$ cat src/include/tla_consts.svh
// Constants of the temperature alarm logger: register page offsets,
// field positions, alarm area layout and timing figures.
// Assumes inclusion by bare name from both ends.
`ifndef TLA_CONSTS_SVH
`define TLA_CONSTS_SVH
`define TLA_CLK_HZ 64'd200000000
`define TLA_MINUTE_S 64'd60
`define TLA_ALARM_BASE 16'h0220
`define TLA_ALARM_END 16'h027f
`define TLA_ALARM_REL_BASE 7'h20
`define TLA_ALARM_HIGH_REL 7'h30
`define TLA_REG_TH_LOW 16'h020b
`define TLA_REG_TH_HIGH 16'h020c
`define TLA_REG_RATE 16'h020d
`define TLA_REG_CTRL 16'h020e
`define TLA_REG_DELAY_LO 16'h0212
`define TLA_REG_DELAY_HI 16'h0213
`define TLA_REG_STATUS 16'h0214
`define TLA_REG_STAMP 16'h0215
`define TLA_REG_MCNT 16'h021a
`define TLA_REG_DCNT 16'h021d
`define TLA_PROT_BASE 16'h0200
`define TLA_PROT_END 16'h0213
`define TLA_CTRL_SRCH_LOW 0
`define TLA_CTRL_SRCH_HIGH 1
`define TLA_CTRL_WRAP 3
`define TLA_CTRL_EN_N 4
`define TLA_CTRL_OSC_N 7
`define TLA_ST_LOW 0
`define TLA_ST_HIGH 1
`define TLA_ST_ACTIVE 5
`define TLA_ST_CLEARED 6
`define TLA_DUR_MAX 8'hff
`define TLA_SP_PREAMBLE 6'h03
`define TLA_HOST_ADDR 3'h0
`define TLA_HOST_DATA 3'h1
`define TLA_HOST_CMD 3'h2
`define TLA_HOST_RESP 3'h3
`define TLA_HOST_STATUS 3'h4
`endif

$ cat src/include/tla_pkg.sv
// Types shared by both ends of the logger link.
// Assumes tla_consts.svh sits on the include path.
`default_nettype none
package tla_pkg;
	// Link commands, one per request pulse
	typedef enum logic [2:0] {
		TLA_NOP = 3'h0,
		TLA_WRSP = 3'h1,
		TLA_SPDATA = 3'h2,
		TLA_SPPART = 3'h3,
		TLA_RDSP = 3'h4,
		TLA_COPY = 3'h5,
		TLA_RDMEM = 3'h6,
		TLA_CLEAR = 3'h7
	} tla_cmd_t;
	// Mission sequencer, Gray along idle, delay, run
	typedef enum logic [1:0] {
		TLA_IDLE = 2'b00,
		TLA_DELAY = 2'b01,
		TLA_RUN = 2'b11
	} tla_mstate_t;
endpackage
`default_nettype wire

$ cat src/include/tla_link_if.sv
// Link between the bus master end and the logger end.
// Assumes both ends share i_clk_sys; the bench joins them.
`default_nettype none
interface tla_link_if;
	import tla_pkg::*;
	logic req;
	tla_cmd_t cmd;
	logic [15:0] addr;
	logic [7:0] data;
	logic rsp_valid;
	logic [7:0] rsp_data;
	logic busy;
	modport dev (input req, input cmd, input addr, input data,
		output rsp_valid, output rsp_data, output busy);
	modport host (output req, output cmd, output addr, output data,
		input rsp_valid, input rsp_data, input busy);
endinterface
`default_nettype wire

$ cat src/hdl/tla_device.sv
// Logger end: mission sequencing, alarm record area, address registers
// and scratchpad. Assumes link requests are one-cycle pulses synchronous
// to i_clk_sys and that none arrive while busy is high.
//
// The plain strobed port and the placing of the registers are this design's own decisions.
`include "tla_consts.svh"
`default_nettype none
// Behaviour
// - Alarm records live only in 0220h-027Fh
// - Twelve low entries, then twelve high entries
// - Entry opens with three-byte sample count
// - Byte after timestamp counts out-of-band samples
// - Full counter opens next entry if still alarming
// - Return to band freezes; next crossing, next entry
// - Alarm flags qualify search per control bits
// - Search bits never touch mission or logging
// - Master sets clock, oscillator running one second
// - Master clears memory and alarm flags first
// - Mission needs mission-enable flag at zero
// - Sample rate written last, 1 to 255
// - Rate write sets active, clears cleared flag
// - Delay, minute boundary, stamp, first conversion
// - Each conversion bumps mission and device counts
// - Later samples every rate minutes on boundaries
// - Wraparound choice is the master's; TLA_CTRL_WRAP is ignored here and a full alarm area takes no more entries
// - Target address registers give transfer address
// - Status byte read-only, low five ending offset
// - Partial byte flag bit 5, bit 6 zero
// - Target low bits set scratchpad start offset
// - Copy sets top bit; scratchpad write clears
// - Sample at threshold sets matching alarm flag
module tla_device import tla_pkg::*; #(
	parameter longint unsigned MINUTE_CYCLES = `TLA_MINUTE_S * `TLA_CLK_HZ,
	parameter int ENTRIES = 12
) (
	input wire logic i_clk_sys,
	input wire logic i_reset,
	tla_link_if.dev link,
	input wire logic [7:0] i_temp,
	output logic o_sample,
	output logic o_mission_active,
	output logic o_search_hit
);
	localparam int AB = 4 * ENTRIES;
	logic [7:0] sp [0:31];
	logic [7:0] alarm_mem [0:1][0:AB-1];
	logic [15:0] ta;
	logic [4:0] es_off;
	logic [5:0] wptr;
	logic pf, aa, copying;
	logic [4:0] cptr;
	logic [15:0] caddr;
	logic [7:0] th_low, th_high, srate, ctrl, delay_lo, delay_hi;
	logic flag_low, flag_high, mission_active, cleared_flag;
	logic [31:0] rtc_min, stamp;
	logic [23:0] mcnt, dcnt;
	logic [15:0] delay_cnt;
	logic [7:0] rate_cnt;
	logic [35:0] min_cnt;
	tla_mstate_t mstate;
	logic [3:0] idx [0:1];
	logic in_alarm [0:1];
	logic [7:0] rsp_data;
	logic rsp_valid;

	// Request decode; every command, reads included, is held off while copying
	wire live = link.req && !copying;
	wire do_wrsp = live && link.cmd == TLA_WRSP;
	wire do_spdata = live && link.cmd == TLA_SPDATA && !wptr[5];
	wire do_sppart = live && link.cmd == TLA_SPPART;
	wire do_rdmem = live && link.cmd == TLA_RDMEM;
	wire do_rdsp = live && link.cmd == TLA_RDSP;
	wire do_clear = live && link.cmd == TLA_CLEAR && !mission_active;
	wire [7:0] es_byte = {aa, 1'b0, pf, es_off};
	wire do_copy = live && link.cmd == TLA_COPY && link.addr == ta && link.data == es_byte;

	// Copy engine writes one byte per cycle into the register page
	wire [7:0] cwd = sp[cptr];
	wire in_prot = caddr >= `TLA_PROT_BASE && caddr <= `TLA_PROT_END;
	wire end_mission = copying && mission_active && in_prot;
	wire cwr = copying && !(mission_active && in_prot);
	wire wr_rate = cwr && caddr == `TLA_REG_RATE;
	wire start = wr_rate && !mission_active && !ctrl[`TLA_CTRL_EN_N] && cwd != 8'h00;
	wire wr_status = cwr && caddr == `TLA_REG_STATUS;

	// Minute boundary only while the oscillator runs
	wire osc_run = !ctrl[`TLA_CTRL_OSC_N];
	wire tick = osc_run && min_cnt == MINUTE_CYCLES[35:0] - 36'd1;
	wire first = tick && mstate == TLA_DELAY && delay_cnt == 16'h0000;
	wire sample = first || (tick && mstate == TLA_RUN && rate_cnt == 8'h01);
	wire [23:0] next_mcnt = mcnt + 24'd1;
	wire hit [0:1];
	assign hit[0] = i_temp <= th_low;
	assign hit[1] = i_temp >= th_high;

	// Entry bases: next free slot and the slot being counted
	logic [5:0] open_base [0:1];
	logic [5:0] cur_base [0:1];
	logic dur_full [0:1];
	always_comb begin
		for (int k = 0; k < 2; k++) begin
			open_base[k] = {idx[k], 2'b00};
			cur_base[k] = {idx[k] - 4'd1, 2'b00};
			dur_full[k] = alarm_mem[k][cur_base[k] + 6'd3] == `TLA_DUR_MAX;
		end
	end

	// Memory read decode for read commands
	wire [6:0] arel = link.addr[6:0] - `TLA_ALARM_REL_BASE;
	wire akind = arel >= `TLA_ALARM_HIGH_REL;
	wire [6:0] aoff = akind ? arel - `TLA_ALARM_HIGH_REL : arel;
	wire in_alarm_area = link.addr >= `TLA_ALARM_BASE && link.addr <= `TLA_ALARM_END;
	wire [6:0] sp_pos = {2'b00, ta[4:0]} + {1'b0, link.addr[5:0]} - {1'b0, `TLA_SP_PREAMBLE};
	logic [7:0] mem_rd, sp_rd;
	always_comb begin
		mem_rd = 8'h00;
		if (in_alarm_area) begin
			mem_rd = alarm_mem[akind][aoff[5:0]];
		end else begin
			unique case (link.addr)
				`TLA_REG_TH_LOW: mem_rd = th_low;
				`TLA_REG_TH_HIGH: mem_rd = th_high;
				`TLA_REG_RATE: mem_rd = srate;
				`TLA_REG_CTRL: mem_rd = ctrl;
				`TLA_REG_DELAY_LO: mem_rd = delay_lo;
				`TLA_REG_DELAY_HI: mem_rd = delay_hi;
				`TLA_REG_STATUS: mem_rd = {1'b0, cleared_flag, mission_active, 3'b000,
					flag_high, flag_low};
				`TLA_REG_STAMP: mem_rd = stamp[7:0];
				`TLA_REG_STAMP + 16'd1: mem_rd = stamp[15:8];
				`TLA_REG_STAMP + 16'd2: mem_rd = stamp[23:16];
				`TLA_REG_STAMP + 16'd3: mem_rd = stamp[31:24];
				`TLA_REG_MCNT: mem_rd = mcnt[7:0];
				`TLA_REG_MCNT + 16'd1: mem_rd = mcnt[15:8];
				`TLA_REG_MCNT + 16'd2: mem_rd = mcnt[23:16];
				`TLA_REG_DCNT: mem_rd = dcnt[7:0];
				`TLA_REG_DCNT + 16'd1: mem_rd = dcnt[15:8];
				`TLA_REG_DCNT + 16'd2: mem_rd = dcnt[23:16];
				default: mem_rd = 8'h00;
			endcase
		end
		// Preamble TA low, TA high, status, then data up to the top byte
		if (link.addr[5:0] == 6'h00) sp_rd = ta[7:0];
		else if (link.addr[5:0] == 6'h01) sp_rd = ta[15:8];
		else if (link.addr[5:0] == 6'h02) sp_rd = es_byte;
		else if (sp_pos <= 7'h1f) sp_rd = sp[sp_pos[4:0]];
		else sp_rd = 8'hff;
	end

	// Scratchpad writes and the transfer status byte
	always_ff @(posedge i_clk_sys) begin
		if (do_spdata) sp[wptr[4:0]] <= link.data;
	end
	always_ff @(posedge i_clk_sys or posedge i_reset) begin
		if (i_reset) begin
			ta <= 16'h0000;
			es_off <= 5'h00;
			wptr <= 6'h00;
			pf <= 1'b0;
			aa <= 1'b0;
		end else begin
			if (do_wrsp || do_rdmem) ta <= link.addr;
			if (do_wrsp) begin
				wptr <= {1'b0, link.addr[4:0]};
				es_off <= link.addr[4:0];
				pf <= 1'b0;
				aa <= 1'b0;
			end
			if (do_spdata) begin
				es_off <= wptr[4:0];
				wptr <= wptr + 6'd1;
				aa <= 1'b0;
			end
			if (do_sppart) pf <= 1'b1;
			if (do_copy) aa <= 1'b1;
		end
	end

	// Copy engine walks from the start offset to the ending offset
	always_ff @(posedge i_clk_sys or posedge i_reset) begin
		if (i_reset) begin
			copying <= 1'b0;
			cptr <= 5'h00;
			caddr <= 16'h0000;
		end else if (do_copy) begin
			copying <= 1'b1;
			cptr <= ta[4:0];
			caddr <= ta;
		end else if (copying) begin
			copying <= cptr != es_off;
			cptr <= cptr + 5'd1;
			caddr <= caddr + 16'd1;
		end
	end

	// Register page; alarm flags: hardware set wins over a written clear
	always_ff @(posedge i_clk_sys or posedge i_reset) begin
		if (i_reset) begin
			th_low <= 8'h00;
			th_high <= 8'h00;
			ctrl <= 8'h00;
			flag_low <= 1'b0;
			flag_high <= 1'b0;
		end else begin
			if (cwr && caddr == `TLA_REG_TH_LOW) th_low <= cwd;
			if (cwr && caddr == `TLA_REG_TH_HIGH) th_high <= cwd;
			if (cwr && caddr == `TLA_REG_CTRL) ctrl <= cwd;
			flag_low <= (sample && hit[0]) || (flag_low && !(wr_status && !cwd[`TLA_ST_LOW]));
			flag_high <= (sample && hit[1]) || (flag_high && !(wr_status && !cwd[`TLA_ST_HIGH]));
		end
	end

	// Minute divider and free-running minute clock
	always_ff @(posedge i_clk_sys or posedge i_reset) begin
		if (i_reset) begin
			min_cnt <= 36'h0;
			rtc_min <= 32'h0;
		end else if (osc_run) begin
			min_cnt <= tick ? 36'h0 : min_cnt + 36'd1;
			if (tick) rtc_min <= rtc_min + 32'd1;
		end
	end

	// Mission sequencer; clear-memory only acts between missions
	always_ff @(posedge i_clk_sys or posedge i_reset) begin
		if (i_reset) begin
			mstate <= TLA_IDLE;
			mission_active <= 1'b0;
			cleared_flag <= 1'b0;
			srate <= 8'h00;
			delay_lo <= 8'h00;
			delay_hi <= 8'h00;
			delay_cnt <= 16'h0;
			rate_cnt <= 8'h00;
			stamp <= 32'h0;
			mcnt <= 24'h0;
			dcnt <= 24'h0;
		end else begin
			if (do_clear) begin
				cleared_flag <= 1'b1;
				srate <= 8'h00;
				delay_lo <= 8'h00;
				delay_hi <= 8'h00;
				stamp <= 32'h0;
				mcnt <= 24'h0;
			end
			if (cwr && caddr == `TLA_REG_DELAY_LO) delay_lo <= cwd;
			if (cwr && caddr == `TLA_REG_DELAY_HI) delay_hi <= cwd;
			if (wr_rate) srate <= cwd;
			if (start) begin
				mission_active <= 1'b1;
				cleared_flag <= 1'b0;
				mstate <= TLA_DELAY;
				delay_cnt <= {delay_hi, delay_lo};
			end else if (end_mission) begin
				mission_active <= 1'b0;
				mstate <= TLA_IDLE;
			end else if (tick) begin
				unique case (mstate)
					TLA_IDLE: mstate <= TLA_IDLE;
					TLA_DELAY: if (delay_cnt != 16'h0) delay_cnt <= delay_cnt - 16'd1;
					TLA_RUN: if (rate_cnt != 8'h01) rate_cnt <= rate_cnt - 8'd1;
					default: mstate <= TLA_IDLE;
				endcase
			end
			if (sample && !end_mission) begin
				mcnt <= next_mcnt;
				dcnt <= dcnt + 24'd1;
				rate_cnt <= srate;
				if (first) begin
					stamp <= rtc_min;
					mstate <= TLA_RUN;
				end
			end
		end
	end

	// Alarm record area, one lane per kind: 0 low, 1 high
	always_ff @(posedge i_clk_sys or posedge i_reset) begin
		if (i_reset) begin
			for (int k = 0; k < 2; k++) begin
				idx[k] <= 4'h0;
				in_alarm[k] <= 1'b0;
				for (int i = 0; i < AB; i++) alarm_mem[k][i] <= 8'h00;
			end
		end else begin
			for (int k = 0; k < 2; k++) begin
				if (do_clear) begin
					idx[k] <= 4'h0;
					in_alarm[k] <= 1'b0;
					for (int i = 0; i < AB; i++) alarm_mem[k][i] <= 8'h00;
				end else if (sample && !end_mission) begin
					if (!hit[k]) begin
						in_alarm[k] <= 1'b0;
					end else if (!in_alarm[k] || dur_full[k]) begin
						// Only an opened entry may count on; with the area full the
						// last frozen entry must not resume counting
						if (idx[k] < ENTRIES[3:0]) begin
							in_alarm[k] <= 1'b1;
							alarm_mem[k][open_base[k]] <= next_mcnt[7:0];
							alarm_mem[k][open_base[k] + 6'd1] <= next_mcnt[15:8];
							alarm_mem[k][open_base[k] + 6'd2] <= next_mcnt[23:16];
							alarm_mem[k][open_base[k] + 6'd3] <= 8'h01;
							idx[k] <= idx[k] + 4'd1;
						end
					end else if (idx[k] != 4'h0) begin
						alarm_mem[k][cur_base[k] + 6'd3] <= alarm_mem[k][cur_base[k] + 6'd3] + 8'd1;
					end
				end
			end
		end
	end

	// Responses one cycle after a read; user-side outputs registered
	always_ff @(posedge i_clk_sys or posedge i_reset) begin
		if (i_reset) begin
			rsp_valid <= 1'b0;
			rsp_data <= 8'h00;
			o_sample <= 1'b0;
			o_mission_active <= 1'b0;
			o_search_hit <= 1'b0;
		end else begin
			rsp_valid <= do_rdmem || do_rdsp;
			rsp_data <= do_rdsp ? sp_rd : mem_rd;
			o_sample <= sample && !end_mission;
			o_mission_active <= mission_active;
			o_search_hit <= (ctrl[`TLA_CTRL_SRCH_LOW] && flag_low) ||
				(ctrl[`TLA_CTRL_SRCH_HIGH] && flag_high);
		end
	end

	assign link.rsp_valid = rsp_valid;
	assign link.rsp_data = rsp_data;
	assign link.busy = copying;
endmodule // tla_device
`default_nettype wire

$ cat src/flat_wrapper.sv
// flat-port wrapper written by rule: the top's interface ports become plain ports
module tla_device_flat import tla_pkg::*;
#(
	parameter longint unsigned MINUTE_CYCLES = `TLA_MINUTE_S * `TLA_CLK_HZ,
	parameter int ENTRIES = 12
)
  (i_clk_sys, i_reset, i_temp, o_sample, o_mission_active, o_search_hit, link_req, link_cmd, link_addr, link_data, link_rsp_valid, link_rsp_data, link_busy);
  tla_link_if link_i ();
  input wire logic i_clk_sys;
  input wire logic i_reset;
  input wire logic [7:0] i_temp;
  output logic o_sample;
  output logic o_mission_active;
  output logic o_search_hit;
  input wire logic [$bits(link_i.req)-1:0] link_req;
  input wire logic [$bits(link_i.cmd)-1:0] link_cmd;
  input wire logic [$bits(link_i.addr)-1:0] link_addr;
  input wire logic [$bits(link_i.data)-1:0] link_data;
  output wire logic [$bits(link_i.rsp_valid)-1:0] link_rsp_valid;
  output wire logic [$bits(link_i.rsp_data)-1:0] link_rsp_data;
  output wire logic [$bits(link_i.busy)-1:0] link_busy;
  assign link_i.req = link_req;
  assign link_i.cmd = link_cmd;
  assign link_i.addr = link_addr;
  assign link_i.data = link_data;
  assign link_rsp_valid = link_i.rsp_valid;
  assign link_rsp_data = link_i.rsp_data;
  assign link_busy = link_i.busy;
  tla_device #(.MINUTE_CYCLES(MINUTE_CYCLES), .ENTRIES(ENTRIES)) u_core (.i_clk_sys(i_clk_sys), .i_reset(i_reset), .link(link_i), .i_temp(i_temp), .o_sample(o_sample), .o_mission_active(o_mission_active), .o_search_hit(o_search_hit));
endmodule
$ cat config.mk
export PLATFORM = sky130hd
export DESIGN_NAME = tla_device_flat
export DESIGN_NICKNAME = d
export VERILOG_FILES = /design/src/include/tla_pkg.sv /design/src/include/tla_link_if.sv /design/src/hdl/tla_device.sv /design/src/flat_wrapper.sv
export VERILOG_INCLUDE_DIRS = /design/src /design/src/include
export SDC_FILE = /design/constraint.sdc
export NUM_CORES = 2
export LEC_CHECK = 0
export BUFFER_PORTS_ARGS = -buffer_cell sky130_fd_sc_hd__buf_4
export CAP_MARGIN = 20
export CORE_MARGIN = 2
export CORE_UTILIZATION = 36
export DETAILED_ROUTE_END_ITERATION = 6
export PLACE_DENSITY = 0.58
export SLEW_MARGIN = 30
export SYNTH_ARGS = -nofsm -noshare
export SYNTH_HDL_FRONTEND = slang
export SYNTH_SLANG_ARGS = --single-unit
$ cat constraint.sdc
create_clock -name i_clk_sys -period 97.3 [get_ports i_clk_sys]
set_clock_uncertainty 0.05 [all_clocks]
set_input_delay 19.46 -clock i_clk_sys [delete_from_list [all_inputs] [get_ports i_clk_sys]]
set_output_delay 19.46 -clock i_clk_sys [all_outputs]
set_load 0.1 [all_outputs]
==> flow_summary.ini <==
[floorplanning]
dieArea_sq_um = 187000
fp-row-count = 157
start_util_pct = 36.2
ios = 51
die_h_microns = 432
core-area_sq_um = 183000
die_w_microns = 432

[drt]
vias_per_cell = 6.20
antenna_left = 0
avgRoutedWirePerCell_microns = 29.5
routed_wl_microns = 258000
drcViolationCount = 0
vias = 54200
drt_pass1_iterations = 6
first_iter_violations = 8366

[status]
status = complete, no violations

[logic_synthesis]
synth_top_family_by_area = compound AO/OA/AOI/OAI gates
avgSynthCellArea_sq_um = 10.3
synth_top_area_share_pct = 40.4
synth_cell_types = 93
post-synth-top-area-cell = dfrtp_1
synth_simple_gate_area_share_pct = 15.1
ys_top_cells_by_count = 1397 x nand2_1, 1067 x dfrtp_1, 545 x o21ai_0
synth_warnings = 0
synth-xor-area-share_pct = 2.50
synth-seq-cells = 1323
synthCells = 6390
yosysMostFrequentCell = nand2_1
synth_top_cells_by_area = dfrtp_1 40%, edfxtp_1 12%, nand2_1 7.9%, mux4_2 7.1%, o21ai_0 4.1%
synth-adder-area-share_pct = 1.22
async_flop_share_pct = 80.7
ys.flop_type = dfrtp_1
syn_area_sq_um = 66100
synth-edff-count = 256
yosysSeqAreaShare_pct = 52.0
synth_mux_area_share_pct = 10.2
synth_compound_area_share_pct = 15.4
syn_nets = 6492

[cts]
postCtsSetupRepairBufs = 0
clk_latency_ps = 830
cts-buffers-inserted = 149
cts.hold.buffers_added = 0
cts_tree = done
clock_sinks = 1323
clock_path_buffers = 3
cts_root_buffer = clkbuf_16
htree_levels = 4
cts_resized = 0
clk_pin_slew_ps = 60

[cells_and_area]
area_growth_pct = 11.8
drive_above_1_share_pct = 12.3
layout.nets = 6324
fin_area_sq_um = 73900
final_core_util_pct = 40.5

[timing]
whs_ps = 422
finalCriticalPeriod_ps = 24310
fin_setup_tns_ps = 0
hold_violations = 0
min_period_over_period_pct = 25.0
slew_headroom_pct = 17.9
clock.fmax_mhz = 41.1
maxSlewViolCount = 0
rsz0062_at_grt = no
worstMarginPinSlew_ps = 1230
fin_ws_ps = 72990
setup_viol = 0

[placement]
post-dp-hpwl_microns = 173000
dp_slack_ps = 72290
placed_area_sq_um = 68800
port_buffers = 50
gp_congestion = 0.976

[grt]
grt_pass1_vias = 51300
grt_max_degree = 145
antenna_found_initial = 11
grt_pass1_wl_microns = 374000
grt.total_usage_pct = 27.2
grt_overflow = 0

[critical_path]
critPathRequiredTime_ps = 97950
crit_path_max_fanout = 39
arrival_ps = 24960
end_kind = register
setup.worst_path.start_class = primary input
startpoint = link_addr[0]
r2r_start = u_core.idx[0]
path_class = primary input to register

[power]
powerDensity_nw_per_um2 = 18.7
ir_drop_mv = 0.0151
p_leak_uw = 0.0288

[hold_path]
min-delay-start = u_core.min_cnt[35]
worstHoldPathType = register to register

[run]
maxCapViolations = 0
==> area by class of cell <==
class | count | area (sq um)
antenna | 6 | 15.0
inverter | 72 | 278
fill | 17500 | 109000
multi-input combinational | 4507 | 29800
clock buffer | 206 | 4240
tap | 2385 | 2980
timing repair buffer | 169 | 1360
sequential | 1323 | 34400
clock inverter | 68 | 805
==> final timing paths <==
path                            slack, ps                 endpoint  cells past startpoint
worst max-delay path                72990  u_core.link.rsp_data[2]                     15
worst min-delay path                  420       u_core.min_cnt[35]                      1
worst max register to register      91170    u_core.alarm_mem[132]                     15
worst min register to register        420       u_core.min_cnt[35]                      1
max in group asynchronous           74350    u_core.alarm_mem[568]                      7
min in group asynchronous           18720        u_core.min_cnt[6]                      2
==> per-stage QoR <==
step	total power, uW	std cells
floorplan	722	6390
global placement	799	8455
detailed placement	802	8456
CTS	1380	8730
global route	1420	8731
finish	1380	8736
==> report_power, final <==
part           total [uW]  switching (uW)  internal (uW)
sequential            594            16.6            577
clock                 587             250            337
combinational         204             138           66.0
total                1380             405            980
==> cells by family after synthesis <==
logic type | Yosys count
and+or+nand+nor | 2265
muxes | 413
xor gates and xnor gates | 189
buffers and inverters | 560
DFF | 1323
AOI/OAI and AO/OA | 1576
adders and majority gates | 64
==> flip-flops by register name, summed over array words and instances, names as in the netlist, 16 cells and up <==
signal and flops:
u_core.delay_cnt 16, u_core.dcnt 24, u_core.sp 256, u_core.caddr 16, u_core.mcnt 24, u_core.alarm_mem 768, u_core.min_cnt 36, u_core.rtc_min 32
u_core.stamp 32, u_core.ta 16
==> critical path, stage by stage <==
cell and delay, ps:
buf_4 260, inv_1 130, buf_4 490, ha_2 290
inv_1 70, ha_4 620, buf_4 700, mux4_2 600
mux4_2 530, mux2i_1 400, o211ai_1 150, o21ai_0 440
o21ai_0 290, a31o_2 280, a21o_1 150
==> per-layer routing <==
metal / global-route usage [%] / vias to the layer above / part of all wire, %
met3: 8.14 / 619 / 12
li1: - / 22900 / -
met2: 39.4 / 3283 / 43
met4: 12.1 / 10 / 5.0
met1: 37.4 / 27400 / 40
met5: 0 / - / 0.030
==> cells in the final DEF, fill, tap and decap left out, drive strengths merged, types with 51 or more instances in the layout <==
cell type,Yosys,routed
nand2,1405,1405
dfrtp,1067,1067
o21ai,598,598
edfxtp,256,256
o31ai,251,251
nor2,223,223
a21oi,219,219
nand3,209,209
mux4,207,207
clkbuf,331,206
mux2i,175,175
buf,157,169
xnor2,108,108
xor2,81,81
inv,71,76
o22ai,75,75
a22o,71,71
nor4,70,70
nand4,67,67
ha,63,63
o2bb2ai,57,57
a31oi,51,51
No activity file was read; power rests on OpenSTA's default activity.
